===== config.mk =====
export PLATFORM = sky130hd
export DESIGN_NAME = jtp_tap_top
export DESIGN_NICKNAME = d
export VERILOG_FILES = /design/src/jtp_pkg.sv /design/src/jtp_fifo_if.sv /design/src/jtp_fifo.sv /design/src/jtp_tap_top.sv
export SDC_FILE = /design/constraint.sdc
export NUM_CORES = 1
export LEC_CHECK = 0
export ABC_AREA = 1
export ABC_CLOCK_PERIOD_IN_PS = 2100
export BUFFER_PORTS_ARGS = -buffer_cell sky130_fd_sc_hd__buf_2
export CAP_MARGIN = 30
export CORE_ASPECT_RATIO = 1.1
export CORE_MARGIN = 3
export CORE_UTILIZATION = 55
export DETAILED_ROUTE_END_ITERATION = 12
export HOLD_SLACK_MARGIN = 0.02
export PLACE_DENSITY = 0.76
export SYNTH_ARGS = -nofsm -noshare
export SYNTH_HDL_FRONTEND = slang
export SYNTH_SLANG_ARGS = --single-unit

===== constraint.sdc =====
create_clock -name clk -period 2.1 [get_ports clk]
set_input_delay 0.105 -clock clk [delete_from_list [all_inputs] [get_ports clk]]
set_output_delay 0.105 -clock clk [all_outputs]
set_load 0.02 [all_outputs]

===== src/jtp_pkg.sv =====
// Constants, pin map and state encoding shared by the test access port block.
// Assumes one system clock domain that samples every test port pin.
package jtp_pkg;

    // Instruction register, data register and update buffer sizes
    localparam int IR_W = 3;
    localparam int IDC_W = 32;
    localparam int BSR_W = 8;
    localparam int FIFO_DEPTH = 8;

    // Instruction codes
    localparam logic [IR_W-1:0] IR_EXTEST = 3'h0;
    localparam logic [IR_W-1:0] IR_IDCODE = 3'h1;
    localparam logic [IR_W-1:0] IR_SAMPLE = 3'h4;
    localparam logic [IR_W-1:0] IR_HIGHZ = 3'h5;

    // Identification value: arbitrary, only the lsb of one is fixed
    localparam logic [IDC_W-1:0] IDCODE_VAL = 32'h1234_5001;

    // Bit positions in the synchroniser vector and their reset levels
    localparam int PIN_N = 5;
    localparam int PIN_TCK = 0;
    localparam int PIN_TMS = 1;
    localparam int PIN_TDI = 2;
    localparam int PIN_TRST = 3;
    localparam int PIN_STRAP = 4;
    localparam logic [PIN_N-1:0] PIN_RST = 5'h1e;

    // Rising edges with mode select high that force the reset state
    localparam logic [2:0] TMS_RESET_EDGES = 3'h5;

    // Controller states, one-hot
    typedef enum logic [15:0] {
        ST_TLR = 16'h0001, ST_RTI = 16'h0002, ST_SEL_DR = 16'h0004,
        ST_CAP_DR = 16'h0008, ST_SH_DR = 16'h0010, ST_EX1_DR = 16'h0020,
        ST_PA_DR = 16'h0040, ST_EX2_DR = 16'h0080, ST_UPD_DR = 16'h0100,
        ST_SEL_IR = 16'h0200, ST_CAP_IR = 16'h0400, ST_SH_IR = 16'h0800,
        ST_EX1_IR = 16'h1000, ST_PA_IR = 16'h2000, ST_EX2_IR = 16'h4000,
        ST_UPD_IR = 16'h8000
    } jtp_state_e;

endpackage : jtp_pkg


===== src/jtp_fifo_if.sv =====
// Push channel between the controller and the update word buffer.
// Assumes both ends run on the same system clock.
`timescale 1ns/10ps
`default_nettype none
interface jtp_fifo_if #(parameter int W = 8);
    logic [W-1:0] data;
    logic valid;
    logic ready;
    modport src (output data, output valid, input ready);
    modport snk (input data, input valid, output ready);
endinterface : jtp_fifo_if
`default_nettype wire


===== src/jtp_fifo.sv =====
// Shift-down word buffer: entry 0 is always the head, so outputs are flops.
// Assumes one clock and an active-low asynchronous reset.
`timescale 1ns/10ps
`default_nettype none
module jtp_fifo #(
    parameter int W = 8,
    parameter int D = 8
) (
    // Clock and reset
    input wire logic clk,
    input wire logic nrst,
    // Filling side
    jtp_fifo_if.snk wr,
    // Draining side
    output logic [W-1:0] rd_data,
    output logic rd_valid,
    input wire logic rd_ready
);
    logic [W-1:0] mem_q [D];
    logic [D-1:0] vld_q;
    logic [D-1:0] vld_d;
    logic [D:0] vld_hi;
    logic [D:0] vld_lo;
    logic rdy_q;
    logic pop;
    logic push;

    // Handshakes on both sides
    assign pop = vld_q[0] & rd_ready;
    assign push = wr.valid & rdy_q;
    assign vld_hi = {1'b0, vld_q};
    assign vld_lo = {vld_q, 1'b1};

    // Each entry shifts down on a pop; a push lands in the first free slot
    for (genvar i = 0; i < D; i++) begin : g_ent
        logic keep_v;
        logic below_v;
        logic wr_here;
        assign keep_v = pop ? vld_hi[i+1] : vld_q[i];
        assign below_v = pop ? vld_hi[i] : vld_lo[i];
        assign wr_here = push & ~keep_v & below_v;
        assign vld_d[i] = keep_v | wr_here;
        always_ff @(posedge clk or negedge nrst) begin
            if (!nrst) begin
                mem_q[i] <= '0;
            end else if (wr_here) begin
                mem_q[i] <= wr.data;
            end else if (pop) begin
                mem_q[i] <= mem_q[(i+1) % D];
            end
        end
    end

    // Occupancy and registered room flag, so full is honest one cycle ahead
    always_ff @(posedge clk or negedge nrst) begin
        if (!nrst) begin
            vld_q <= '0;
            rdy_q <= 1'b1;
        end else begin
            vld_q <= vld_d;
            rdy_q <= ~vld_d[D-1];
        end
    end

    assign wr.ready = rdy_q;
    assign rd_data = mem_q[0];
    assign rd_valid = vld_q[0];

endmodule : jtp_fifo
`default_nettype wire


===== src/jtp_tap_top.sv =====
// Test access port front end: pin sampling, 16-state controller,
// instruction and data shift paths, pin sharing with the debug port.
// Assumes clk is far faster than the test clock, which is sampled as data.
`timescale 1ns/10ps
`default_nettype none
module jtp_tap_top
    import jtp_pkg::*;
(
    // System clock and master reset
    input wire logic clk,
    input wire logic nrst,
    // Test port pins; *_drv is high while the far end drives the pin
    input wire logic tck_pin,
    input wire logic tms_pin,
    input wire logic tms_drv,
    input wire logic tdi_pin,
    input wire logic tdi_drv,
    input wire logic trst_n_pin,
    input wire logic trst_drv,
    output logic tdo_q,
    output logic tdo_oe_q,
    // Port function strap
    input wire logic test_port_select_strap,
    // Debug module side
    input wire logic debug_serial_out,
    output logic hw_breakpoint_request_q,
    output logic debug_serial_in_q,
    output logic debug_serial_clock_q,
    // Boundary-scan side
    input wire logic [BSR_W-1:0] bsr_capture,
    output logic extest_en_q,
    output logic pins_highz_q,
    output logic [BSR_W-1:0] bsr_upd_data,
    output logic bsr_upd_valid,
    input wire logic bsr_upd_ready,
    output logic bsr_upd_room_q,
    output logic bsr_overrun_q
);

    logic tms_eff, tdi_eff, trst_eff;
    logic [PIN_N-1:0] pin_raw;
    logic [PIN_N-1:0] sync1_q;
    logic [PIN_N-1:0] sync2_q;
    logic tck_s, tms_s, tdi_s, dbg_clk_s, jtag_mode;
    logic tck_old_q;
    logic tck_rise, tck_fall;
    logic trst_s1_q, trst_s2_q;
    logic tap_arst_n, tap_rst_n;
    jtp_state_e state_q;
    logic [IR_W-1:0] ir_sr_q;
    logic [IR_W-1:0] instr_q;
    logic byp_q;
    logic [IDC_W-1:0] idc_sr_q;
    logic [BSR_W-1:0] bsr_sr_q;
    logic sel_bsr, sel_idc;
    logic dr_lsb;
    logic push_q;
    logic [BSR_W-1:0] upd_q;
    logic [2:0] ones_q;

    jtp_fifo_if #(.W(BSR_W)) upd_if ();

    // Weak pull-ups: a pin nobody drives reads high
    assign tms_eff = tms_drv ? tms_pin : 1'b1;
    assign tdi_eff = tdi_drv ? tdi_pin : 1'b1;
    assign trst_eff = trst_drv ? trst_n_pin : 1'b1;

    // Two-flop synchronisers; the first stage feeds only the second
    assign pin_raw = {test_port_select_strap, trst_eff, tdi_eff, tms_eff, tck_pin};
    always_ff @(posedge clk or negedge nrst) begin
        if (!nrst) begin
            sync1_q <= PIN_RST;
            sync2_q <= PIN_RST;
        end else begin
            sync1_q <= pin_raw;
            sync2_q <= sync1_q;
        end
    end

    assign tck_s = sync2_q[PIN_TCK];
    assign tms_s = sync2_q[PIN_TMS];
    assign tdi_s = sync2_q[PIN_TDI];
    assign dbg_clk_s = sync2_q[PIN_TRST];
    assign jtag_mode = sync2_q[PIN_STRAP];

    // Test clock edge detection on the synchronised level
    always_ff @(posedge clk or negedge nrst) begin
        if (!nrst) begin
            tck_old_q <= 1'b0;
        end else begin
            tck_old_q <= tck_s;
        end
    end

    assign tck_rise = tck_s & ~tck_old_q;
    assign tck_fall = ~tck_s & tck_old_q;

    // Test reset asserts asynchronously and releases in step with clk,
    // so the controller never sees a half-released reset
    assign tap_arst_n = nrst & trst_eff;
    always_ff @(posedge clk or negedge tap_arst_n) begin
        if (!tap_arst_n) begin
            trst_s1_q <= 1'b0;
            trst_s2_q <= 1'b0;
        end else begin
            trst_s1_q <= 1'b1;
            trst_s2_q <= trst_s1_q;
        end
    end

    assign tap_rst_n = trst_s2_q;

    // Standard state graph; mode select decides each step
    function automatic jtp_state_e tap_next(input jtp_state_e s, input logic m);
        jtp_state_e n;
        n = ST_TLR;
        case (s)
            ST_TLR: n = m ? ST_TLR : ST_RTI;
            ST_RTI: n = m ? ST_SEL_DR : ST_RTI;
            ST_SEL_DR: n = m ? ST_SEL_IR : ST_CAP_DR;
            ST_CAP_DR: n = m ? ST_EX1_DR : ST_SH_DR;
            ST_SH_DR: n = m ? ST_EX1_DR : ST_SH_DR;
            ST_EX1_DR: n = m ? ST_UPD_DR : ST_PA_DR;
            ST_PA_DR: n = m ? ST_EX2_DR : ST_PA_DR;
            ST_EX2_DR: n = m ? ST_UPD_DR : ST_SH_DR;
            ST_UPD_DR: n = m ? ST_SEL_DR : ST_RTI;
            ST_SEL_IR: n = m ? ST_TLR : ST_CAP_IR;
            ST_CAP_IR: n = m ? ST_EX1_IR : ST_SH_IR;
            ST_SH_IR: n = m ? ST_EX1_IR : ST_SH_IR;
            ST_EX1_IR: n = m ? ST_UPD_IR : ST_PA_IR;
            ST_PA_IR: n = m ? ST_EX2_IR : ST_PA_IR;
            ST_EX2_IR: n = m ? ST_UPD_IR : ST_SH_IR;
            ST_UPD_IR: n = m ? ST_SEL_DR : ST_RTI;
            default: n = ST_TLR;
        endcase
        return n;
    endfunction : tap_next

    // Controller; held in reset while the pins serve the debug port
    always_ff @(posedge clk or negedge tap_rst_n) begin
        if (!tap_rst_n) begin
            state_q <= ST_TLR;
        end else if (!jtag_mode) begin
            state_q <= ST_TLR;
        end else if (tck_rise) begin
            state_q <= tap_next(state_q, tms_s);
        end
    end

    // Instruction shift stage: capture loads the identification code
    always_ff @(posedge clk or negedge tap_rst_n) begin
        if (!tap_rst_n) begin
            ir_sr_q <= IR_IDCODE;
        end else if (tck_rise && state_q == ST_CAP_IR) begin
            ir_sr_q <= IR_IDCODE;
        end else if (tck_rise && state_q == ST_SH_IR) begin
            ir_sr_q <= {tdi_s, ir_sr_q[IR_W-1:1]};
        end
    end

    // Instruction hold stage, loaded on the fall in Update-IR
    always_ff @(posedge clk or negedge tap_rst_n) begin
        if (!tap_rst_n) begin
            instr_q <= IR_IDCODE;
        end else if (state_q == ST_TLR) begin
            instr_q <= IR_IDCODE;
        end else if (tck_fall && state_q == ST_UPD_IR) begin
            instr_q <= ir_sr_q;
        end
    end

    // Data register selection; unlisted codes fall back to bypass
    assign sel_bsr = (instr_q == IR_EXTEST) || (instr_q == IR_SAMPLE);
    assign sel_idc = (instr_q == IR_IDCODE);

    // Data path: capture then shift with the input bit entering at the msb
    always_ff @(posedge clk or negedge tap_rst_n) begin
        if (!tap_rst_n) begin
            byp_q <= 1'b0;
            idc_sr_q <= IDCODE_VAL;
            bsr_sr_q <= '0;
        end else if (tck_rise && state_q == ST_CAP_DR) begin
            byp_q <= 1'b0;
            idc_sr_q <= IDCODE_VAL;
            bsr_sr_q <= bsr_capture;
        end else if (tck_rise && state_q == ST_SH_DR) begin
            byp_q <= tdi_s;
            if (sel_idc) begin
                idc_sr_q <= {tdi_s, idc_sr_q[IDC_W-1:1]};
            end
            if (sel_bsr) begin
                bsr_sr_q <= {tdi_s, bsr_sr_q[BSR_W-1:1]};
            end
        end
    end

    assign dr_lsb = sel_bsr ? bsr_sr_q[0] : (sel_idc ? idc_sr_q[0] : byp_q);

    // Output pin: test data on the fall, or the debug serial bit.
    // Runs on master reset so the debug port works while the TAP is held.
    always_ff @(posedge clk or negedge nrst) begin
        if (!nrst) begin
            tdo_q <= 1'b0;
            tdo_oe_q <= 1'b0;
        end else if (!jtag_mode) begin
            tdo_q <= debug_serial_out;
            tdo_oe_q <= 1'b1;
        end else if (state_q == ST_TLR) begin
            tdo_oe_q <= 1'b0;
        end else if (tck_fall) begin
            tdo_oe_q <= (state_q == ST_SH_IR) || (state_q == ST_SH_DR);
            tdo_q <= (state_q == ST_SH_IR) ? ir_sr_q[0] : dr_lsb;
        end
    end

    // Debug port functions of the shared pins; breakpoint pin is active low
    always_ff @(posedge clk or negedge nrst) begin
        if (!nrst) begin
            hw_breakpoint_request_q <= 1'b0;
            debug_serial_in_q <= 1'b0;
            debug_serial_clock_q <= 1'b0;
        end else begin
            hw_breakpoint_request_q <= ~jtag_mode & ~tms_s;
            debug_serial_in_q <= ~jtag_mode & tdi_s;
            debug_serial_clock_q <= ~jtag_mode & dbg_clk_s;
        end
    end

    // Pin control from the held instruction; idle under the reset state
    always_ff @(posedge clk or negedge nrst) begin
        if (!nrst) begin
            extest_en_q <= 1'b0;
            pins_highz_q <= 1'b0;
        end else begin
            extest_en_q <= jtag_mode & (instr_q == IR_EXTEST);
            pins_highz_q <= jtag_mode & (instr_q == IR_HIGHZ);
        end
    end

    // Update word push: one cycle, on the fall in Update-DR
    always_ff @(posedge clk or negedge tap_rst_n) begin
        if (!tap_rst_n) begin
            push_q <= 1'b0;
            upd_q <= '0;
        end else begin
            push_q <= tck_fall & (state_q == ST_UPD_DR) & sel_bsr;
            if (tck_fall && state_q == ST_UPD_DR) begin
                upd_q <= bsr_sr_q;
            end
        end
    end

    assign upd_if.valid = push_q;
    assign upd_if.data = upd_q;

    // The test clock cannot be stalled, so a push that meets a full buffer
    // is dropped and flagged; a new drop wins over the clear
    always_ff @(posedge clk or negedge nrst) begin
        if (!nrst) begin
            bsr_overrun_q <= 1'b0;
            bsr_upd_room_q <= 1'b1;
        end else begin
            bsr_upd_room_q <= upd_if.ready;
            if (push_q && !upd_if.ready) begin
                bsr_overrun_q <= 1'b1;
            end else if (state_q == ST_TLR) begin
                bsr_overrun_q <= 1'b0;
            end
        end
    end

    jtp_fifo #(.W(BSR_W), .D(FIFO_DEPTH)) u_fifo (
        .clk(clk),
        .nrst(nrst),
        .wr(upd_if.snk),
        .rd_data(bsr_upd_data),
        .rd_valid(bsr_upd_valid),
        .rd_ready(bsr_upd_ready)
    );

    // Helper for checks: consecutive rising edges seen with mode select high
    always_ff @(posedge clk or negedge tap_rst_n) begin
        if (!tap_rst_n) begin
            ones_q <= 3'h0;
        end else if (tck_rise) begin
            if (!tms_s) begin
                ones_q <= 3'h0;
            end else if (ones_q != TMS_RESET_EDGES) begin
                ones_q <= ones_q + 3'h1;
            end
        end
    end
endmodule : jtp_tap_top
`default_nettype wire


==> impl_metrics.env <==
export IMPL_grt_usage=0.232
export IMPL_period_share=0.880
export IMPL_p_leak_nw=4.04
export IMPL_yosysMostFrequentCell="nand2_1"
export IMPL_dieArea_um2=15300
export IMPL_power_frac_comb=0.103
export IMPL_multiInputGateArea_um2=2850
export IMPL_dr_pass1_iters=6
export IMPL_slowest_delay_ns=0.41
export IMPL_yosysTopAreaCell="dfrtp_1"
export IMPL_n_antenna_cell=0
export IMPL_clock_path_buffers=2
export IMPL_cts_clk_slew_worst_paths_ns=0.07
export IMPL_viasPerCell=5.67
export IMPL_grt_ovfl_total=0
export IMPL_die_w_um=118
export IMPL_ant_nets=0
export IMPL_synth_compound_area_frac=0.141
export IMPL_syn_area_um2=7620
export IMPL_synth_adder_area_share=0
export IMPL_hpwlAfterDp_um=10900
export IMPL_initial_core_util=0.570
export IMPL_rows=44
export IMPL_synth_top_family_by_area="simple AND/OR/NAND/NOR gates"
export IMPL_crit_cells=7
export IMPL_arrival_ns=2.20
export IMPL_nFillCells=1092
export IMPL_synth_xor_area_share=0
export IMPL_yosysTopAreaCellShare=0.479
export IMPL_fp_coreArea_um2=13400
export IMPL_skew_ns=0.0146
export IMPL_clk_latency_ns=0.43
export IMPL_seqCellArea_um2=4210
export IMPL_r2r_end="instr_q[2]"
export IMPL_min_delay_start="bsr_capture[2]"
export IMPL_syn_to_final_growth_pct=14.7
export IMPL_rsz0062_at_grt="no"
export IMPL_first_global_vias=6017
export IMPL_vias=6121
export IMPL_final_nets=902
export IMPL_irDropWorstVdd_mv=0.575
export IMPL_htreeDepth=4
export IMPL_min_period_ns=1.85
export IMPL_cp_data_required_time_ns=2.45
export IMPL_syn_inst=835
export IMPL_crit_chain="nor2_2, nand2_1, nor2_4, nand3_1, o21ai_0, nand3_1, o21ai_0"
export IMPL_die_y_um=129
export IMPL_async_flop_share=1.00
export IMPL_dpl_cell_area_um2=7990
export IMPL_pwr_share_clk=0.404
export IMPL_cts_buffers=17
export IMPL_seqPwrFrac=0.492
export IMPL_synthSimpleGateAreaFrac=0.230
export IMPL_grt_max_degree=73
export IMPL_yosys_cell_types_count=36
export IMPL_final_area_um2=8740
export IMPL_synth_seq_cells=167
export IMPL_fmax_mhz=541
export IMPL_critPathLaunchType="register"
export IMPL_hold_buffers=16
export IMPL_clock_sinks=167
export IMPL_swShare=0.252
export IMPL_min_path_type="in2reg"
export IMPL_ff2ff_setup_slack_ns=0.25
export IMPL_crit_family="simple AND/OR/NAND/NOR gates"
export IMPL_cap_violations=0
export IMPL_ys_warn_count=0
export IMPL_drt_iter0_drc=582
export IMPL_total_power_mw=7.81
export IMPL_stdcell_count=1079
export IMPL_status="completed"
export IMPL_internal_power_mw=5.84
export IMPL_synth_flop_cell="dfrtp_1"
export IMPL_postCtsSetupBuffers=0
export IMPL_min_to="bsr_sr_q[2]"
export IMPL_yosysSeqAreaShare=0.552
export IMPL_drive_gt1_frac=0.180
export IMPL_timing_rr_start="state_q[1]"
export IMPL_routed_wl_um=16900
export IMPL_crit_path_end_kind="register"
export IMPL_hold_violations=0
export IMPL_slew_viol_final=0
export IMPL_ys_top_cells_by_count="nand2_1 (165), dfrtp_1 (146), nand3_1 (140), inv_1 (67), o211ai_1 (49)"
export IMPL_setup_viol=0
export IMPL_fin_tns_setup_ns=0
export IMPL_worstPathMaxFanout=8
export IMPL_ys_top_cells_by_area="dfrtp_1 (48%), nand3_1 (9.2%), nand2_1 (8.1%)"
export IMPL_place_gp_congestion=0.911
export IMPL_synth_edf_count=0
export IMPL_cellPowerDensity_nw_per_um2=893
export IMPL_ios=38
export IMPL_syn_num_nets=855
export IMPL_grt_pass1_wl_um=28800
export IMPL_slowest_stage="dfrtp_1"
export IMPL_min_path_cells=5
export IMPL_drcViolationCount=0
export IMPL_yosys_mux_area_fraction=0
export IMPL_cts_root_buf="clkbuf_16"
export IMPL_cts_tree="built"
export IMPL_io_buffers=37
export IMPL_cts_resized_gates=0
export IMPL_worstSetupPathType="reg2reg"
export IMPL_place_inst=1031
export IMPL_antenna_found_initial=0
export IMPL_syn_avg_cell_area_um2=9.13
export IMPL_wl_per_cell_um=15.7
export IMPL_p_sw_mw=1.97
export IMPL_critPathBufInv=0
export IMPL_ff2ff_path_depth=7
area by class of cell:
type                       count  area share
multi-input combinational    540       0.326
sequential                   167       0.481
tap                          184      0.0263
inverter                      78      0.0335
timing repair buffer          78      0.0656
clock inverter                 9      0.0132
clock buffer                  23      0.0547
power groups by stage:
stage | Combinational, mW | Sequential, mW | Clock, mW
floorplan | 0.599 | 3.86 | 0
global placement | 0.753 | 3.88 | 0
detailed placement | 0.787 | 3.90 | 0
CTS | 0.818 | 3.84 | 3.19
global route | 0.917 | 3.89 | 3.33
finish | 0.807 | 3.85 | 3.16
metrics by stage:
stage	utilization	setup slack [ns]	hold slack (ns)
final	0.653	0.252	0.0413
after global routing	0.653	0.0588	0.0555
after CTS	0.653	0.252	0.0249
after detailed placement	0.597	0.260	0.0471
after global placement	0.597	0.323	0.0411
after floorplan	-	0.436	-0.191
flip-flops by register name, indices dropped and copies added, names as in the netlist, 3 cells and up:
signal	cells
ir_sr_q	3
instr_q	3
state_q	16
u_fifo.vld_q	8
idc_sr_q	32
sync1_q	5
u_fifo.rd_data	8
upd_if.data	8
u_fifo.mem_q	56
bsr_sr_q	8
sync2_q	5
cell usage in the layout, fill, tap and decap left out, types with 3 or more instances in the layout:
master | synthesis | routed
inv_2 | 3 | 3
clkbuf_16 | 0 | 17
o221ai_1 | 16 | 16
inv_1 | 67 | 67
o22ai_1 | 8 | 8
nor3_1 | 10 | 10
o21ai_2 | 14 | 14
nor2_2 | 8 | 8
o21ai_0 | 40 | 40
clkinv_1 | 8 | 8
nand3_1 | 140 | 140
o211ai_1 | 49 | 49
inv_6 | 0 | 3
o21ai_1 | 13 | 13
clkbuf_8 | 0 | 3
buf_2 | 19 | 36
clkbuf_1 | 12 | 3
nand2_2 | 13 | 14
a31oi_1 | 8 | 8
buf_12 | 0 | 3
dlygate4sd3_1 | 0 | 16
buf_4 | 10 | 23
dfrtp_1 | 146 | 145
a21oi_1 | 8 | 8
nor2_4 | 3 | 3
nand2_1 | 165 | 164
nor2_1 | 30 | 30
dfstp_2 | 21 | 21
routing by layer:
layer,up-vias,track usage,share of wire
met5,-,0,0
met3,33,0.0402,0.048
met4,0,0.0993,0.022
li1,2926,-,-
met2,197,0.381,0.48
met1,2965,0.310,0.44
cell families (layout without fill, tap and decap cells):
logic type / count (synthesis) / count (layout)
compound gates: 161 / 161
buf+inv: 128 / 188
flops: 167 / 167
other cells: 1 / 1
simple gates: 378 / 378
worst reg2reg max path, cell delays in order, from the launching register on:
cell	delay, ns
dfrtp_1	0.41
nor2_2	0.13
nand2_1	0.17
nor2_4	0.25
nand3_1	0.14
o21ai_0	0.41
nand3_1	0.15
o21ai_0	0.10
worst max-delay path by stage:
stage | endpoint | startpoint
after floorplan | u_fifo.mem_q[45] | u_fifo.vld_q[0]
after global placement | idc_sr_q[27] | state_q[13]
after detailed placement | idc_sr_q[16] | state_q[13]
after CTS | idc_sr_q[16] | state_q[13]
after global routing | u_fifo.mem_q[25] | u_fifo.vld_q[0]
final | instr_q[2] | state_q[1]
Note: power is estimated with default switching activity, not from simulation.
